### src/tdc_pkg.sv
// Package with register map, field positions and timing constants.
package tdc_pkg;

   localparam int TDC_ADDR_W = 10;
   localparam int TDC_DATA_W = 32;

   // Register indices; byte address is four times the index.
   localparam logic [7:0] TDC_IDX_RUN_FLAG = 8'h88;
   localparam logic [7:0] TDC_IDX_MODE = 8'h89;
   localparam logic [7:0] TDC_IDX_T0_LOW = 8'h8a;
   localparam logic [7:0] TDC_IDX_T1_LOW = 8'h8b;
   localparam logic [7:0] TDC_IDX_T0_HIGH = 8'h8c;
   localparam logic [7:0] TDC_IDX_T1_HIGH = 8'h8d;
   localparam logic [7:0] TDC_IDX_IRQ_EN = 8'ha8;
   localparam logic [7:0] TDC_IDX_PRESCALE = 8'he7;

   // Run and flag register fields.
   localparam int TDC_BIT_T1_FLAG = 7;
   localparam int TDC_BIT_T1_RUN = 6;
   localparam int TDC_BIT_T0_FLAG = 5;
   localparam int TDC_BIT_T0_RUN = 4;

   // Mode register fields.
   localparam int TDC_BIT_T1_GATE = 7;
   localparam int TDC_BIT_T1_CSEL = 6;
   localparam int TDC_POS_T1_MODE = 4;
   localparam int TDC_BIT_T0_GATE = 3;
   localparam int TDC_BIT_T0_CSEL = 2;
   localparam int TDC_POS_T0_MODE = 0;

   // Interrupt enable register fields.
   localparam int TDC_BIT_GLOBAL_EN = 7;
   localparam int TDC_BIT_T1_IEN = 3;
   localparam int TDC_BIT_T0_IEN = 1;

   // Prescale register fields.
   localparam int TDC_POS_T0_RATE = 4;
   localparam int TDC_POS_T1_RATE = 0;

   // Reset values.
   localparam logic [7:0] TDC_RST_BYTE = 8'h00;
   localparam logic [2:0] TDC_RST_RATE = 3'h0;
   localparam logic [1:0] TDC_RST_MODE = 2'h0;

   // Timing: core clock divided by twelve, prescaler range of 128.
   localparam logic [3:0] TDC_CPU_DIV = 4'hc;
   localparam logic [7:0] TDC_PRE_MAX_DIV = 8'h80;

   // Mode field codes.
   typedef enum logic [1:0] {
      TDC_MODE_13BIT,
      TDC_MODE_16BIT,
      TDC_MODE_RELOAD,
      TDC_MODE_SPLIT
   } tdc_mode_t;

   // Bus handshake states.
   typedef enum logic {
      TDC_BUS_IDLE,
      TDC_BUS_ANSWER
   } tdc_bus_t;

endpackage

### src/tdc_prescaler.sv
// Oscillator prescaler producing a one-cycle count enable.
`timescale 1ns/100ps
module tdc_prescaler
   import tdc_pkg::*;
(
   input wire logic clock,
   input wire logic arst_n,
   input wire logic osc_tick,
   input wire logic [2:0] rate,
   output logic tick_r
);

   logic [6:0] cnt_r;
   logic [7:0] div;
   logic [6:0] last;

   // Code 000 divides by 128, each step halves, code 111 divides by 1.
   assign div = TDC_PRE_MAX_DIV >> rate;
   assign last = 7'(div - 8'h01);

   always_ff @(posedge clock or negedge arst_n) begin
      if (!arst_n) begin
         cnt_r <= 7'h00;
         tick_r <= 1'b0;
      end else if (osc_tick) begin
         // A change to a faster rate mid-count ends the current period early.
         if (cnt_r >= last) begin
            cnt_r <= 7'h00;
            tick_r <= 1'b1;
         end else begin
            cnt_r <= 7'(cnt_r + 7'h01);
            tick_r <= 1'b0;
         end
      end else begin
         tick_r <= 1'b0;
      end
   end

endmodule // tdc_prescaler

### src/tdc_timer_pair.sv
// Two up-counting timers with four modes behind an Avalon-MM slave.
//
// Operation
// - Mode 0 counts thirteen bits, low five only.
// - Mode 0 flags overflow at 0xff1f wrap.
// - Flags software accessible; enabled flags request interrupts.
// - Mode 1 sixteen-bit count, flag at wrap.
// - Mode 2 low byte reloads from high byte.
// - Mode 3 splits timer 0; high uses cpu/12.
// - Mode 3 pin gating affects only low byte.
// - Mode 3 high byte uses timer 1 run/flag.
// - Timer 0 mode 3: timer 1 flagless.
// - Flags clear on service or software write.
// - Three-bit prescaler: 128 down to 1.
// - Clock select: cpu/12 or prescaled oscillator.
// - Gate bit lets external pin pause count.
// - Mode codes 13, 16, reload, split/reserved.
// - Mode register layout; all bits reset zero.
// - Four counter bytes read/write, reset zero.
// - Run bits start and stop each timer.
//
// The Avalon-MM slave port was left to the implementer.
`timescale 1ns/100ps
module tdc_timer_pair
   import tdc_pkg::*;
(
   input wire logic clock,
   input wire logic arst_n,
   input wire logic [TDC_ADDR_W-1:0] address,
   input wire logic read,
   input wire logic write,
   input wire logic [TDC_DATA_W-1:0] writedata,
   input wire logic [3:0] byteenable,
   output logic [TDC_DATA_W-1:0] readdata,
   output logic waitrequest,
   input wire logic osc_tick,
   input wire logic ext_irq_pin_a,
   input wire logic ext_irq_pin_b,
   input wire logic t0_irq_ack,
   input wire logic t1_irq_ack,
   output logic t0_irq_req,
   output logic t1_irq_req,
   output logic global_irq_enable
);

   // Bus slave state.
   tdc_bus_t bus_r;
   logic [TDC_DATA_W-1:0] readdata_r;
   logic waitrequest_r;

   // Software-visible state.
   logic t0_overflow_flag_r;
   logic t1_overflow_flag_r;
   logic t0_run_r;
   logic t1_run_r;
   logic t0_pin_gate_r;
   logic t1_pin_gate_r;
   logic t0_clock_select_r;
   logic t1_clock_select_r;
   logic [1:0] t0_mode_field_r;
   logic [1:0] t1_mode_field_r;
   logic [2:0] t0_prescale_r;
   logic [2:0] t1_prescale_r;
   logic t0_irq_enable_r;
   logic t1_irq_enable_r;
   logic global_irq_enable_r;
   logic [7:0] t0_low_byte_r;
   logic [7:0] t0_high_byte_r;
   logic [7:0] t1_low_byte_r;
   logic [7:0] t1_high_byte_r;
   logic t0_irq_req_r;
   logic t1_irq_req_r;

   // Clock generation.
   logic [3:0] cpu_div_r;
   logic cpu12_tick_r;
   logic t0_pre_tick;
   logic t1_pre_tick;

   // Datapath helpers.
   logic wr_acc;
   logic [7:0] wbyte;
   logic t0_tick;
   logic t1_tick;
   logic t0_en;
   logic t1_en;
   logic t0_high_en;
   logic t0_split;
   logic [16:0] t0_step;
   logic [16:0] t1_step;
   logic [8:0] t0_high_step;
   logic t0_ovf;
   logic t1_ovf;
   logic [7:0] rd_mux;

   // Returns {overflow, next high byte, next low byte} for one count.
   function automatic logic [16:0] tdc_step(input logic [1:0] mode,
                                            input logic [7:0] hi,
                                            input logic [7:0] lo);
      logic [16:0] res;
      res = {1'b0, hi, lo};
      case (tdc_mode_t'(mode))
         TDC_MODE_13BIT: begin
            // Upper three low-byte bits are left untouched.
            if (lo[4:0] == 5'h1f) begin
               res = {(hi == 8'hff), 8'(hi + 8'h01), lo[7:5], 5'h00};
            end else begin
               res = {1'b0, hi, lo[7:5], 5'(lo[4:0] + 5'h01)};
            end
         end
         TDC_MODE_16BIT: begin
            res = 17'({1'b0, hi, lo} + 17'h00001);
         end
         TDC_MODE_RELOAD: begin
            if (lo == 8'hff) begin
               res = {1'b1, hi, hi};
            end else begin
               res = {1'b0, hi, 8'(lo + 8'h01)};
            end
         end
         default: begin
            res = {(lo == 8'hff), hi, 8'(lo + 8'h01)};
         end
      endcase
      return res;
   endfunction

   // Returns true when a register index is being addressed.
   function automatic logic tdc_hit(input logic [TDC_ADDR_W-1:0] addr,
                                    input logic [7:0] idx);
      return (addr[TDC_ADDR_W-1:2] == idx) && (addr[1:0] == 2'h0);
   endfunction

   assign readdata = readdata_r;
   assign waitrequest = waitrequest_r;
   assign t0_irq_req = t0_irq_req_r;
   assign t1_irq_req = t1_irq_req_r;
   assign global_irq_enable = global_irq_enable_r;

   // ---------------------------------------------------------------
   // Avalon-MM slave with one wait state.
   // ---------------------------------------------------------------

   // Writes land on the edge at which waitrequest is seen low.
   assign wr_acc = write && !waitrequest_r && byteenable[0];
   assign wbyte = writedata[7:0];

   always_comb begin
      rd_mux = 8'h00;
      if (tdc_hit(address, TDC_IDX_RUN_FLAG)) begin
         rd_mux[TDC_BIT_T1_FLAG] = t1_overflow_flag_r;
         rd_mux[TDC_BIT_T1_RUN] = t1_run_r;
         rd_mux[TDC_BIT_T0_FLAG] = t0_overflow_flag_r;
         rd_mux[TDC_BIT_T0_RUN] = t0_run_r;
      end else if (tdc_hit(address, TDC_IDX_MODE)) begin
         rd_mux[TDC_BIT_T1_GATE] = t1_pin_gate_r;
         rd_mux[TDC_BIT_T1_CSEL] = t1_clock_select_r;
         rd_mux[TDC_POS_T1_MODE +: 2] = t1_mode_field_r;
         rd_mux[TDC_BIT_T0_GATE] = t0_pin_gate_r;
         rd_mux[TDC_BIT_T0_CSEL] = t0_clock_select_r;
         rd_mux[TDC_POS_T0_MODE +: 2] = t0_mode_field_r;
      end else if (tdc_hit(address, TDC_IDX_T0_LOW)) begin
         rd_mux = t0_low_byte_r;
      end else if (tdc_hit(address, TDC_IDX_T1_LOW)) begin
         rd_mux = t1_low_byte_r;
      end else if (tdc_hit(address, TDC_IDX_T0_HIGH)) begin
         rd_mux = t0_high_byte_r;
      end else if (tdc_hit(address, TDC_IDX_T1_HIGH)) begin
         rd_mux = t1_high_byte_r;
      end else if (tdc_hit(address, TDC_IDX_IRQ_EN)) begin
         rd_mux[TDC_BIT_GLOBAL_EN] = global_irq_enable_r;
         rd_mux[TDC_BIT_T1_IEN] = t1_irq_enable_r;
         rd_mux[TDC_BIT_T0_IEN] = t0_irq_enable_r;
      end else if (tdc_hit(address, TDC_IDX_PRESCALE)) begin
         rd_mux[TDC_POS_T0_RATE +: 3] = t0_prescale_r;
         rd_mux[TDC_POS_T1_RATE +: 3] = t1_prescale_r;
      end
   end

   // Read data is captured as waitrequest drops, so it stands on the
   // accepting edge; unmapped addresses read zero.
   always_ff @(posedge clock or negedge arst_n) begin
      if (!arst_n) begin
         bus_r <= TDC_BUS_IDLE;
         waitrequest_r <= 1'b1;
         readdata_r <= '0;
      end else begin
         case (bus_r)
            TDC_BUS_IDLE: begin
               if (read || write) begin
                  bus_r <= TDC_BUS_ANSWER;
                  waitrequest_r <= 1'b0;
                  readdata_r <= {24'h000000, rd_mux};
               end
            end
            default: begin
               bus_r <= TDC_BUS_IDLE;
               waitrequest_r <= 1'b1;
            end
         endcase
      end
   end

   // ---------------------------------------------------------------
   // Control registers.
   // ---------------------------------------------------------------

   always_ff @(posedge clock or negedge arst_n) begin
      if (!arst_n) begin
         t1_pin_gate_r <= 1'b0;
         t1_clock_select_r <= 1'b0;
         t1_mode_field_r <= TDC_RST_MODE;
         t0_pin_gate_r <= 1'b0;
         t0_clock_select_r <= 1'b0;
         t0_mode_field_r <= TDC_RST_MODE;
      end else if (wr_acc && tdc_hit(address, TDC_IDX_MODE)) begin
         t1_pin_gate_r <= wbyte[TDC_BIT_T1_GATE];
         t1_clock_select_r <= wbyte[TDC_BIT_T1_CSEL];
         t1_mode_field_r <= wbyte[TDC_POS_T1_MODE +: 2];
         t0_pin_gate_r <= wbyte[TDC_BIT_T0_GATE];
         t0_clock_select_r <= wbyte[TDC_BIT_T0_CSEL];
         t0_mode_field_r <= wbyte[TDC_POS_T0_MODE +: 2];
      end
   end

   always_ff @(posedge clock or negedge arst_n) begin
      if (!arst_n) begin
         t0_run_r <= 1'b0;
         t1_run_r <= 1'b0;
      end else if (wr_acc && tdc_hit(address, TDC_IDX_RUN_FLAG)) begin
         t0_run_r <= wbyte[TDC_BIT_T0_RUN];
         t1_run_r <= wbyte[TDC_BIT_T1_RUN];
      end
   end

   always_ff @(posedge clock or negedge arst_n) begin
      if (!arst_n) begin
         global_irq_enable_r <= 1'b0;
         t1_irq_enable_r <= 1'b0;
         t0_irq_enable_r <= 1'b0;
      end else if (wr_acc && tdc_hit(address, TDC_IDX_IRQ_EN)) begin
         global_irq_enable_r <= wbyte[TDC_BIT_GLOBAL_EN];
         t1_irq_enable_r <= wbyte[TDC_BIT_T1_IEN];
         t0_irq_enable_r <= wbyte[TDC_BIT_T0_IEN];
      end
   end

   always_ff @(posedge clock or negedge arst_n) begin
      if (!arst_n) begin
         t0_prescale_r <= TDC_RST_RATE;
         t1_prescale_r <= TDC_RST_RATE;
      end else if (wr_acc && tdc_hit(address, TDC_IDX_PRESCALE)) begin
         t0_prescale_r <= wbyte[TDC_POS_T0_RATE +: 3];
         t1_prescale_r <= wbyte[TDC_POS_T1_RATE +: 3];
      end
   end

   // ---------------------------------------------------------------
   // Count clock sources.
   // ---------------------------------------------------------------

   always_ff @(posedge clock or negedge arst_n) begin
      if (!arst_n) begin
         cpu_div_r <= 4'h0;
         cpu12_tick_r <= 1'b0;
      end else if (cpu_div_r == 4'(TDC_CPU_DIV - 4'h1)) begin
         cpu_div_r <= 4'h0;
         cpu12_tick_r <= 1'b1;
      end else begin
         cpu_div_r <= 4'(cpu_div_r + 4'h1);
         cpu12_tick_r <= 1'b0;
      end
   end

   tdc_prescaler u_t0_pre (
      .clock(clock),
      .arst_n(arst_n),
      .osc_tick(osc_tick),
      .rate(t0_prescale_r),
      .tick_r(t0_pre_tick)
   );

   tdc_prescaler u_t1_pre (
      .clock(clock),
      .arst_n(arst_n),
      .osc_tick(osc_tick),
      .rate(t1_prescale_r),
      .tick_r(t1_pre_tick)
   );

   assign t0_tick = t0_clock_select_r ? t0_pre_tick : cpu12_tick_r;
   assign t1_tick = t1_clock_select_r ? t1_pre_tick : cpu12_tick_r;

   // A gated timer only advances while its pin is high.
   assign t0_en = t0_run_r && t0_tick &&
                  (!t0_pin_gate_r || ext_irq_pin_a);
   assign t1_en = t1_run_r && t1_tick &&
                  (!t1_pin_gate_r || ext_irq_pin_b);

   // In split mode the high byte ignores gate and select entirely.
   assign t0_split = (tdc_mode_t'(t0_mode_field_r) == TDC_MODE_SPLIT);
   assign t0_high_en = t0_split && t1_run_r && cpu12_tick_r;

   assign t0_step = tdc_step(t0_mode_field_r, t0_high_byte_r, t0_low_byte_r);
   assign t1_step = tdc_step(t1_mode_field_r, t1_high_byte_r, t1_low_byte_r);
   assign t0_high_step = 9'({1'b0, t0_high_byte_r} + 9'h001);

   assign t0_ovf = t0_en && t0_step[16];
   // Timer 1 flags nothing while timer 0 is split or it is itself reserved.
   assign t1_ovf = t1_en && t1_step[16] && !t0_split &&
                   tdc_mode_t'(t1_mode_field_r) != TDC_MODE_SPLIT;

   // ---------------------------------------------------------------
   // Counter bytes; a software write in the same cycle wins.
   // ---------------------------------------------------------------

   always_ff @(posedge clock or negedge arst_n) begin
      if (!arst_n) begin
         t0_low_byte_r <= TDC_RST_BYTE;
      end else if (wr_acc && tdc_hit(address, TDC_IDX_T0_LOW)) begin
         t0_low_byte_r <= wbyte;
      end else if (t0_en) begin
         t0_low_byte_r <= t0_step[7:0];
      end
   end

   always_ff @(posedge clock or negedge arst_n) begin
      if (!arst_n) begin
         t0_high_byte_r <= TDC_RST_BYTE;
      end else if (wr_acc && tdc_hit(address, TDC_IDX_T0_HIGH)) begin
         t0_high_byte_r <= wbyte;
      end else if (t0_high_en) begin
         t0_high_byte_r <= t0_high_step[7:0];
      end else if (t0_en && !t0_split) begin
         t0_high_byte_r <= t0_step[15:8];
      end
   end

   // Reserved mode 3 for timer 1 holds the count still.
   always_ff @(posedge clock or negedge arst_n) begin
      if (!arst_n) begin
         t1_low_byte_r <= TDC_RST_BYTE;
      end else if (wr_acc && tdc_hit(address, TDC_IDX_T1_LOW)) begin
         t1_low_byte_r <= wbyte;
      end else if (t1_en &&
                   tdc_mode_t'(t1_mode_field_r) != TDC_MODE_SPLIT) begin
         t1_low_byte_r <= t1_step[7:0];
      end
   end

   always_ff @(posedge clock or negedge arst_n) begin
      if (!arst_n) begin
         t1_high_byte_r <= TDC_RST_BYTE;
      end else if (wr_acc && tdc_hit(address, TDC_IDX_T1_HIGH)) begin
         t1_high_byte_r <= wbyte;
      end else if (t1_en &&
                   tdc_mode_t'(t1_mode_field_r) != TDC_MODE_SPLIT) begin
         t1_high_byte_r <= t1_step[15:8];
      end
   end

   // ---------------------------------------------------------------
   // Overflow flags; a setting event beats any clear in its cycle.
   // ---------------------------------------------------------------

   always_ff @(posedge clock or negedge arst_n) begin
      if (!arst_n) begin
         t0_overflow_flag_r <= 1'b0;
      end else if (t0_ovf) begin
         t0_overflow_flag_r <= 1'b1;
      end else if (wr_acc && tdc_hit(address, TDC_IDX_RUN_FLAG)) begin
         t0_overflow_flag_r <= wbyte[TDC_BIT_T0_FLAG];
      end else if (t0_irq_ack) begin
         t0_overflow_flag_r <= 1'b0;
      end
   end

   always_ff @(posedge clock or negedge arst_n) begin
      if (!arst_n) begin
         t1_overflow_flag_r <= 1'b0;
      end else if (t1_ovf || (t0_high_en && t0_high_step[8])) begin
         t1_overflow_flag_r <= 1'b1;
      end else if (wr_acc && tdc_hit(address, TDC_IDX_RUN_FLAG)) begin
         t1_overflow_flag_r <= wbyte[TDC_BIT_T1_FLAG];
      end else if (t1_irq_ack) begin
         t1_overflow_flag_r <= 1'b0;
      end
   end

   // Requests follow flags one cycle later; global enable is left to
   // the interrupt controller, which sees it on its own output.
   always_ff @(posedge clock or negedge arst_n) begin
      if (!arst_n) begin
         t0_irq_req_r <= 1'b0;
         t1_irq_req_r <= 1'b0;
      end else begin
         t0_irq_req_r <= t0_overflow_flag_r && t0_irq_enable_r;
         t1_irq_req_r <= t1_overflow_flag_r && t1_irq_enable_r;
      end
   end

endmodule // tdc_timer_pair

### config.mk
export PLATFORM = sky130hd
export DESIGN_NAME = tdc_timer_pair
export DESIGN_NICKNAME = d
export VERILOG_FILES = /design/src/tdc_pkg.sv /design/src/tdc_prescaler.sv /design/src/tdc_timer_pair.sv
export SDC_FILE = /design/constraint.sdc
export NUM_CORES = 1
export LEC_CHECK = 0
export BUFFER_PORTS_ARGS = -buffer_cell sky130_fd_sc_hd__buf_4
export CAP_MARGIN = 15
export CORE_MARGIN = 5
export CORE_UTILIZATION = 50
export DETAILED_ROUTE_END_ITERATION = 8
export PLACE_DENSITY = 0.84
export RECOVER_POWER = 25
export SLEW_MARGIN = 15
export SYNTH_ARGS = -nofsm -noshare
export SYNTH_HDL_FRONTEND = slang
export SYNTH_SLANG_ARGS = --single-unit
### constraint.sdc
create_clock -name clock -period 2.6 [get_ports clock]
set_input_delay 0.26 -clock clock [delete_from_list [all_inputs] [get_ports clock]]
set_output_delay 0.26 -clock clock [all_outputs]
set_load 0.05 [all_outputs]
* After elaboration in Yosys (flattened, before gate mapping)
Index checks and enable logic that the tools add are counted.
Storage, ports and cells: bits in registers 86, latch bits 0, RAM bits 0, ROM bits 0, bits of input ports 55, output and inout port bits 36, word-level logic and storage cells 186, memories 0
Cells by class: add/sub/neg operators 14, $mul 0, div/mod/pow operators 0, $lt $le $gt $ge 2, equal/unequal tests 27, shift operators 2, muxes and demuxes 50, bitwise logic cells 1, reductions and logical operators 58
Operators with widths (number):
- $mux 8 | 14
- $pmux 17 s3 | 2
- $eq 8x8->1 const B | 12
- $mux 17 | 4
- $add 16x1->17 const B | 2
- $logic_and 1x1->1 | 33
- $add 8x1->8 const B | 4
- $mux 1 | 22
- $shr 8x3->7 const A | 2
- $add 7x1->7 const B | 2
- $ge 7x7->1 | 2
- $mux 7 | 2
- $sub 7x1->7 const B | 2
- $mux 4 | 3
- $reduce_bool 3->1 | 4
- $add 5x1->5 const B | 2
- $eq 5x5->1 const B | 2
- $add 8x1->9 const B | 1
- $mux 3 | 3
- $ne 2x2->1 const B | 4
- $reduce_and 4->1 | 2
- $reduce_bool 2->1 | 4
- $eq 2x2->1 const B | 3
- $logic_not 2->1 | 3
- other kinds (10) | 20

* Depth between registers and ports, before layout
Gate-level depths: netlist of run 1.
depth after elaboration 10, mapped depth 13, gate-level depth less buffers 11

* Cells and area by module
From an unflattened synthesis of run 1, not the netlist that was laid out.
Unflattened totals: cells, all modules 702, area total of the unflattened synthesis 6252.2 um2
By module, submodules not included:
- tdc_timer_pair | times used 1, cells each 572, area each 4961.0 um2, sequential area each 1752.9 um2
- tdc_prescaler | times used 2, cells each 65, area each 645.6 um2, sequential area each 200.2 um2

* Least setup slack after synthesis of run 1
No wires, ideal clock.
kind register to register, start register t0_low_byte_r[0], end register t0_high_byte_r[4], setup time 0.094 ns, data arrival time 2.462 ns, data required time 2.506 ns, path slack 0.044 ns, cell stages (with the launch flop) 11, path buffers 1, clock period less this slack 2.556 ns, cell sequence dfrtp_1 > ha_1 > nand3_1 > clkbuf_1 > inv_1 > ha_1 > nor3b_1 > or2_2 > o221ai_1 > or2_2 > a211oi_1
Between the ends: longest elaborated chain between the ends 5, elaborated cells on any way between the ends 8, those cells by class add/sub: 1; eq/ne: 2; mux: 4; reduce/logical: 1
RTL lines:
- from (decl) | RTL line tdc_timer_pair.sv:67 | logic [7:0] t0_low_byte_r;
- from (signal assigned) | RTL line tdc_timer_pair.sv:321 | t0_low_byte_r <= wbyte;
- from (signal assigned) | RTL line tdc_timer_pair.sv:323 | t0_low_byte_r <= t0_step[7:0];
- $add 16x1->17 | RTL line tdc_timer_pair.sv:112 | res = 17'({1'b0, hi, lo} + 17'h00001);
- $pmux 17 s3 | RTL line tdc_timer_pair.sv:102 | case (tdc_mode_t'(mode))
- $mux 8 | RTL line tdc_timer_pair.sv:334 | end else if (t0_en && !t0_split) begin
- $mux 8 | RTL line tdc_timer_pair.sv:332 | end else if (t0_high_en) begin
- $mux 8 | RTL line tdc_timer_pair.sv:330 | end else if (wr_acc && tdc_hit(address, TDC_IDX_T0_HIGH)) begin
- to (signal assigned) | RTL line tdc_timer_pair.sv:331 | t0_high_byte_r <= wbyte;
- to (signal assigned) | RTL line tdc_timer_pair.sv:333 | t0_high_byte_r <= t0_high_step[7:0];
- to (signal assigned) | RTL line tdc_timer_pair.sv:335 | t0_high_byte_r <= t0_step[15:8];
- to (decl) | RTL line tdc_timer_pair.sv:68 | logic [7:0] t0_high_byte_r;
Parallel ways exist; a longest one is shown, timed or not. The select of a mux whose other input is x is not followed. A chain may end at the register's enable or synchronous reset.

* Final worst setup path of run 1
start register t1_low_byte_r[0], end register t1_overflow_flag_r
Between the ends: longest elaborated chain between the ends 8, elaborated cells on any way between the ends 12, those cells by class add/sub: 1; eq/ne: 2; mux: 4; reduce/logical: 5
RTL lines:
- from (decl) | RTL line tdc_timer_pair.sv:69 | logic [7:0] t1_low_byte_r;
- from (signal assigned) | RTL line tdc_timer_pair.sv:344 | t1_low_byte_r <= wbyte;
- from (signal assigned) | RTL line tdc_timer_pair.sv:347 | t1_low_byte_r <= t1_step[7:0];
- parallel branches: the longest is 2 deep, another holds $add 16x1->17
- $pmux 17 s3 (*) | RTL line tdc_timer_pair.sv:102
- $logic_and 1x1->1 (*) (3 in series) | RTL line tdc_timer_pair.sv:310 | assign t1_ovf = t1_en && t1_step[16] && !t0_split &&
- $logic_or 1x1->1 (*) | RTL line tdc_timer_pair.sv:381 | end else if (t1_ovf || (t0_high_en && t0_high_step[8])) begin
- $reduce_bool 3->1 (no line) / $mux 1 (equally long branches)
- to (signal assigned) | RTL line tdc_timer_pair.sv:384 | t1_overflow_flag_r <= wbyte[TDC_BIT_T1_FLAG];
- to (decl) | RTL line tdc_timer_pair.sv:53 | logic t1_overflow_flag_r;
Mark *: on every way between the ends. The select of a mux whose other input is x is not followed.

==> reports/qor.txt, run 1 <==
Post-Syn Area: 6100 sq um
Max Clk Rate: 0.416 GHz
Reg2reg path depth: 8
RSZ-0062 raised after global routing: false
Iter 0 DRT Violations: 578
FP Rows: 40
Prevailing post-synth register cell: dfrtp_1
Setup crit start kind: register
Layout net count: 802
Number of synthesized flops with an enable pin: 0
Chip width: 120 microns
Seq cells post-synth: 86
Compound-Gate Fraction of Synth Area: 20.6%
Fraction of the mapped netlist area in adder cells: 5.13%
Pre-antenna DRT Iters: 7
Die ar.: 14500 sq um
Min-delay worst type: in2reg
Critical path type: reg2reg
CP Cell Sequence: ha_1 > and3_1 > ha_1 > nor2b_1 > a31oi_1 > nor4_2 > a21oi_1 > o211ai_1
Synth area leader: dfrtp_1
Die Y-Extent: 120 microns
Share of post-route cells with drive strength above 1: 17.5%
Ports: 91
Final Hold Viols: 0
Final setup vio count: 0
Largest net degree at the start of global routing: 71
PortBufs: 39
Via density: 6.36
Diode count: 0
Outcome: completed
Worst Path Buf+Inv: 0
Commonest non-fill, non-tap cell in the layout: dfrtp_1
Xor-xnor portion of the synthesized cell area: 3.30%
CP startpoint: t1_low_byte_r[0]$_DFFE_PN0P_
CP Max Fanout: 7
Drt wl/cell: 19.5 microns
Initial antenna violation count: 0
CP endpoint kind: register
ANT nets after route: 0
R2R Path Start: t1_low_byte_r[0]$_DFFE_PN0P_
Initial core utilization: 50.8%
Area contributors post-synth: dfrtp_1, ha_1, mux2_2
Filler Cell Count: 1046
DR DRC count: 0
Period utilization: 92.4%
Crit-path most repeated cell: ha_1
Mean Syn Cell Area: 8.88 sq um
Postcts setup bufs: 0
Register area share after synthesis: 35.3%
Worst path arrival time: 2.62 ns
Total CTS buffers: 9
Total gr overflow: 0
Post-Route WL: 17000 microns
Post-synth top area share: 34.9%
Mux share of post-synthesis cell area: 6.67%
Most frequent cells in the layout: dfrtp_1, buf_4, nand2_1
Core Area: 12000 sq um
Placement Setup Slack: 0.140 ns
Vias: 5549
Setup TNS: 0 ns
HPWL Detailed: 12600 microns
Syn-to-layout area delta: 11.3%
Final WS setup: 0.198 ns
Clock root buffer: clkbuf_16
Max IR drop VDD: 388 uV
PwrDens: 522 nW/um^2
Worst path slowest cell: dfrtp_1
Largest family of logic cells by synthesized area: simple AND/OR/NAND/NOR gates
Worst path depth: 8
Min Clock Period, post-route: 2.40 ns
Netlist cell types: 77
Worst endpoint required time: 2.82 ns
Worst-path clk slew: 0.06 ns
CP max stage delay: 0.44 ns
First-pass GRT wire length: 27700 microns
Family with the most delay on the worst path: compound AO/OA/AOI/OAI gates
Final Skew: 0.00565 ns
Clock Tree Buf Depth: 2
RePlAce Congestion: 0.963
Hold Startpoint: writedata[7]
Mapped Cells: 687
Pins Over Slew Limit: 0
Maxcap violations: 0
Max H-tree Level: 3
Final core occ: 56.5%
All-Layer GR Usage: 24.1%
Max-Slew Margin vs Limit: 34.6%
Syn. warnings: 0
Hold Crit Depth: 3
Later-pin clock latency in the skew report: 0.35 ns
CTS tree: yes
Worst slew pin tran: 0.981 ns
Vias in the first global route: 5382
Post-Synth Simple-Gate Area: 21.7%
Pleak: 2.93 nW
Clock tree sinks: 86
Fraction of registers with async set/reset: 100%
==> worst reg2reg max path, stage by stage, from the launching register on <==
cell      delay, ns
dfrtp_1        0.44
ha_1           0.25
and3_1         0.26
ha_1           0.25
nor2b_1        0.15
a31oi_1        0.40
nor4_2         0.12
a21oi_1        0.28
o211ai_1       0.12
==> Yosys cell counts, types with 10 or more instances <==
| master | instances |
|---|---|
| a21oi_1 | 47 |
| inv_1 | 22 |
| nand3_1 | 22 |
| o21ai_0 | 45 |
| nor3_1 | 10 |
| ha_1 | 25 |
| dfrtp_1 | 85 |
| nand2_1 | 53 |
| clkbuf_1 | 34 |
| xnor2_1 | 15 |
| nand4_1 | 16 |
| nor2_1 | 45 |
| a31oi_1 | 10 |
| buf_4 | 24 |
| mux2_2 | 27 |
==> per-stage QoR <==
stage	instance area (sq um)	hold slack, ns	instances	total power [mW]
final	6790	0.143	872	3.54
after global routing	6790	0.150	872	3.72
after global placement	6510	0.145	857	2.30
after CTS	6790	0.137	872	3.57
after floorplan	6190	-0.0356	710	2.13
after detailed placement	6510	0.148	857	2.34
==> final timing paths <==
check                      slack (ns)                              to
setup / recovery                 0.20  t1_overflow_flag_r$_DFFE_PN0P_
hold / removal                   0.14    t0_low_byte_r[7]$_DFFE_PN0P_
setup reg to reg                 0.20  t1_overflow_flag_r$_DFFE_PN0P_
hold reg to reg                  0.48          cpu_div_r[0]$_DFF_PN0_
max in group asynchronous        0.42   t1_high_byte_r[5]$_DFFE_PN0P_
min in group asynchronous        0.58   u_t0_pre.cnt_r[5]$_DFFE_PN0P_
==> registers in the layout, summed over array words and instances, names as in the netlist, 2 cells and up <==
register / count
t1_prescale_r: 3
t1_high_byte_r: 8
t0_mode_field_r: 2
t0_low_byte_r: 8
u_t0_pre.cnt_r: 7
t1_low_byte_r: 8
cpu_div_r: 4
readdata: 8
u_t1_pre.cnt_r: 7
t0_prescale_r: 3
t1_mode_field_r: 2
t0_high_byte_r: 8
==> timing repair <==
action                                  4_1_cts  5_1_grt
endpoints found under the hold margin        16        0
hold buffers                                  1        0
resized for setup                             0        2
endpoints found under the setup margin        0        2
==> power breakdown <==
part           total [mW]  internal [mW]  switching, mW  leakage (nW)
Combinational       0.718          0.253          0.464          1.66
Sequential           1.61           1.47          0.145          1.13
Clock                1.21          0.713          0.499         0.138
==> logic make-up after synthesis <==
logic type / count (synthesis)
and+or+nand+nor: 237
AOI/OAI and AO/OA: 193
DFF: 86
buffers and inverters: 86
muxes: 36
adders and majority gates: 25
xor gates and xnor gates: 23
other: 1
==> routing by layer <==
layer  vias up  global-route usage, %  part of all wire (%)  routed length (microns)
met5         -                      0                     0                        0
met4         0                   13.7                   4.1                      706
li1       2563                      -                     -                        -
met1      2666                   31.3                    41                     6910
met3        53                   4.26                   8.1                     1380
met2       267                   38.1                    47                     8040
==> cell type report <==
type,instances,area [sq um],area share (%)
Multi-Input combinational cell,538,3610,53.1
Clock inverter,1,5.00,0.0737
Timing Repair Buffer,65,487,7.17
Clock buffer,13,270,3.98
Inverter,22,82.6,1.22
Tap cell,147,184,2.71
Sequential cell,86,2150,31.7
(Power assumes the default switching activity.)
==> run 2, diff against run 1 <==
==> constraint.sdc (replaced) <==
create_clock -name clock -period 2.6 [get_ports clock]
set_input_delay 0.52 -clock clock [delete_from_list [all_inputs] [get_ports clock]]
set_output_delay 0.52 -clock clock [all_outputs]
set_load 0.05 [all_outputs]
==> run 2 against run 1 <==
The run now ends with max-capacitance violations, max-slew violations left. Global-route usage grew 0.17 points. Cell area grew 0.76%. Critical path depth grew 1. Via count shrank 0.34%. Maximum frequency shrank 2.1%. Power grew 2.7%. Non-clock buffer count grew 5. Final cell count grew 0.69%. Routed wire length grew 2.0%. Clock power grew 8%. Utilization grew 0.43 points. Largest power group unchanged.
==> reports/qor.txt, run 2 (synthesis gave the netlist of run 1 again) <==
Total gr overflow: 0 (unchanged)
Final Skew: 0.00714 ns (+0.00149 ns)
Final core occ: 56.9% (+0.43 points)
Critical path type: reg2reg
Period utilization: 94.4% (+2.0 points)
Commonest non-fill, non-tap cell in the layout: dfrtp_1
Later-pin clock latency in the skew report: 0.35 ns (about the same)
Hold path endpoint: t0_low_byte_r[7]$_DFFE_PN0P_
Hold Crit Depth: 3 (unchanged)
Hold bufs inserted after CTS: 0 (-1)
Final WS setup: 0.146 ns (-0.0514 ns)
Clock root buffer: clkbuf_16
CP endpoint kind: register
Total power draw: 3.64 mW (+2.7%)
Largest net degree at the start of global routing: 87 (+23%)
Ports: 91 (unchanged)
Core Area: 12000 sq um (unchanged)
Pleak: 2.96 nW (+0.98%)
Vias in the first global route: 5311 (-1.3%)
Crit-path most repeated cell: ha_1
Reg2Reg Setup Slack: 0.15 ns (-0.05 ns)
Final setup vio count: 0 (unchanged)
Met1 GRT Util: 32.0% (+0.71 points)
RSZ-0062 raised after global routing: false
Final cell count without fillers: 878 (+0.69%)
Die Y-Extent: 120 microns (unchanged)
PortBufs: 39 (unchanged)
CP max stage delay: 0.48 ns (+0.04 ns)
Die ar.: 14500 sq um (unchanged)
Post-Route WL: 17400 microns (+2.0%)
Filler Cell Count: 1069 (+2.2%)
PwrDens: 532 nW/um^2 (+1.9%)
FP Rows: 40 (unchanged)
Min Clock Period, post-route: 2.45 ns (+0.0514 ns)
Maxcap violations: 1 (+1)
CTS-repair resized insts: 0 (unchanged)
Worst endpoint required time: 2.87 ns (+0.05 ns)
Worst path arrival time: 2.72 ns (+0.10 ns)
Most frequent cells in the layout: dfrtp_1, buf_4, nand2_1
CP Max Fanout: 6 (-1)
Clock tree sinks: 86 (unchanged)
GRT busiest layer: met2
R2R Path Start: t0_low_byte_r[0]$_DFFE_PN0P_
Max IR drop VDD: 363 uV (-6.4%)
Clock Tree Buf Depth: 2 (unchanged)
Postcts setup bufs: 0 (unchanged)
First-pass GRT wire length: 27800 microns (+0.20%)
Diode count: 0 (unchanged)
Iter 0 DRT Violations: 523 (-9.5%)
RePlAce Congestion: 0.924 (-4.0%)
Max-Slew Margin vs Limit: -30.7% (-65 points)
Via density: 6.30 (-1.0%)
Hold Startpoint: writedata[7]
Worst path slowest cell: o221ai_1
Placement Setup Slack: -0.0429 ns (-0.183 ns)
M2 GR Usage: 38.3% (+0.17 points)
Initial antenna violation count: 0 (unchanged)
Family with the most delay on the worst path: compound AO/OA/AOI/OAI gates
Total CTS buffers: 9 (unchanged)
Placed Cells: 863 (+0.70%)
Worst-path clk slew: 0.06 ns (about the same)
Failing checks: max-capacitance violations, max-slew violations
CP Cell Sequence: ha_1 > nand3_1 > inv_1 > ha_1 > nor3b_1 > or2_2 > o221ai_1 > o21ai_0 > a31oi_1
CTS tree: yes
Hold WS: 0.414 ns (+0.271 ns)
Final Hold Viols: 0 (unchanged)
Min-delay worst type: in2reg
Worst slew pin tran: 1.96 ns (+0.979 ns)
DR DRC count: 0 (unchanged)
Max H-tree Level: 3 (unchanged)
Placement Cell Area: 6550 sq um (+0.69%)
Layout net count: 807 (+0.62%)
Pre-antenna DRT Iters: 5 (-2)
Worst Path Buf+Inv: 1 (+1)
GR met3 Demand/Resource: 4.44% (+0.19 points)
HPWL Detailed: 12700 microns (+1.4%)
Final non-filler cell area: 6840 sq um (+0.76%)
Chip width: 120 microns (unchanged)
Max Clk Rate: 0.408 GHz (-2.1%)
Syn-to-layout area delta: 12.1%
Drt wl/cell: 19.8 microns (+1.3%)
Setup crit start kind: register
All-Layer GR Usage: 24.3% (+0.17 points)
Vias: 5530 (-0.34%)
Outcome: complete, but fails checks
Share of post-route cells with drive strength above 1: 18.5% (+0.95 points)
Pins Over Slew Limit: 87 (+87)
Initial core utilization: 50.8% (unchanged)
ANT nets after route: 0 (unchanged)
Reg2reg path depth: 9 (+1)
Worst r2r dst: t0_high_byte_r[2]$_DFFE_PN0P_
Setup TNS: 0 ns (unchanged)
==> run 2: final cells by class <==
type / instances / area (sq um) / share of cell area [%]
Clock buffer: 9 / 225 / 3.29
Clock inverter: 6 / 71.3 / 1.04
Inverter: 22 / 82.6 / 1.21
Multi-Input combinational cell: 538 / 3600 / 52.6
Sequential cell: 86 / 2150 / 31.5
Tap cell: 147 / 184 / 2.69
Timing Repair Buffer: 70 / 523 / 7.65
==> run 2: worst max-delay path by stage <==
| stage | from | to | slack, ns | depth (start not counted) |
|---|---|---|---|---|
| after global placement | address[6] | readdata[6]$_DFFE_PN0P_ | -0.03 | 6 |
| final | t0_low_byte_r[0]$_DFFE_PN0P_ | t0_high_byte_r[2]$_DFFE_PN0P_ | 0.15 | 9 |
| after CTS | t1_low_byte_r[0]$_DFFE_PN0P_ | t1_high_byte_r[6]$_DFFE_PN0P_ | 0.13 | 8 |
| after detailed placement | address[6] | readdata[6]$_DFFE_PN0P_ | -0.04 | 6 |
| after global routing | t1_low_byte_r[0]$_DFFE_PN0P_ | t1_high_byte_r[6]$_DFFE_PN0P_ | 0.02 | 8 |
| after floorplan | t0_low_byte_r[0]$_DFFE_PN0P_ | t0_high_byte_r[4]$_DFFE_PN0P_ | 0.04 | 10 |
==> run 2: worst reg2reg max path: stages (launching register included) <==
cell and delay (ns):
dfrtp_1 0.45, ha_1 0.26, nand3_1 0.11, inv_1 0.05, ha_1 0.20, nor3b_1 0.15
or2_2 0.31, o221ai_1 0.48, o21ai_0 0.15, a31oi_1 0.20
==> run 2: power by group <==
group          internal [mW]  total (mW)  switching [mW]
sequential              1.46        1.60           0.138
combinational          0.255       0.723           0.468
clock                  0.745        1.31           0.564
total                   2.47        3.64            1.17
==> run 2: per-layer routing <==
metal  vias to the layer above  part of all wire [%]  wire length, microns
met3                        50                   9.2                  1590
met2                       288                    46                  7930
met5                         -                     0                     0
met1                      2610                    41                  7140
met4                         0                   4.0                   700
li1                       2582                     -                     -
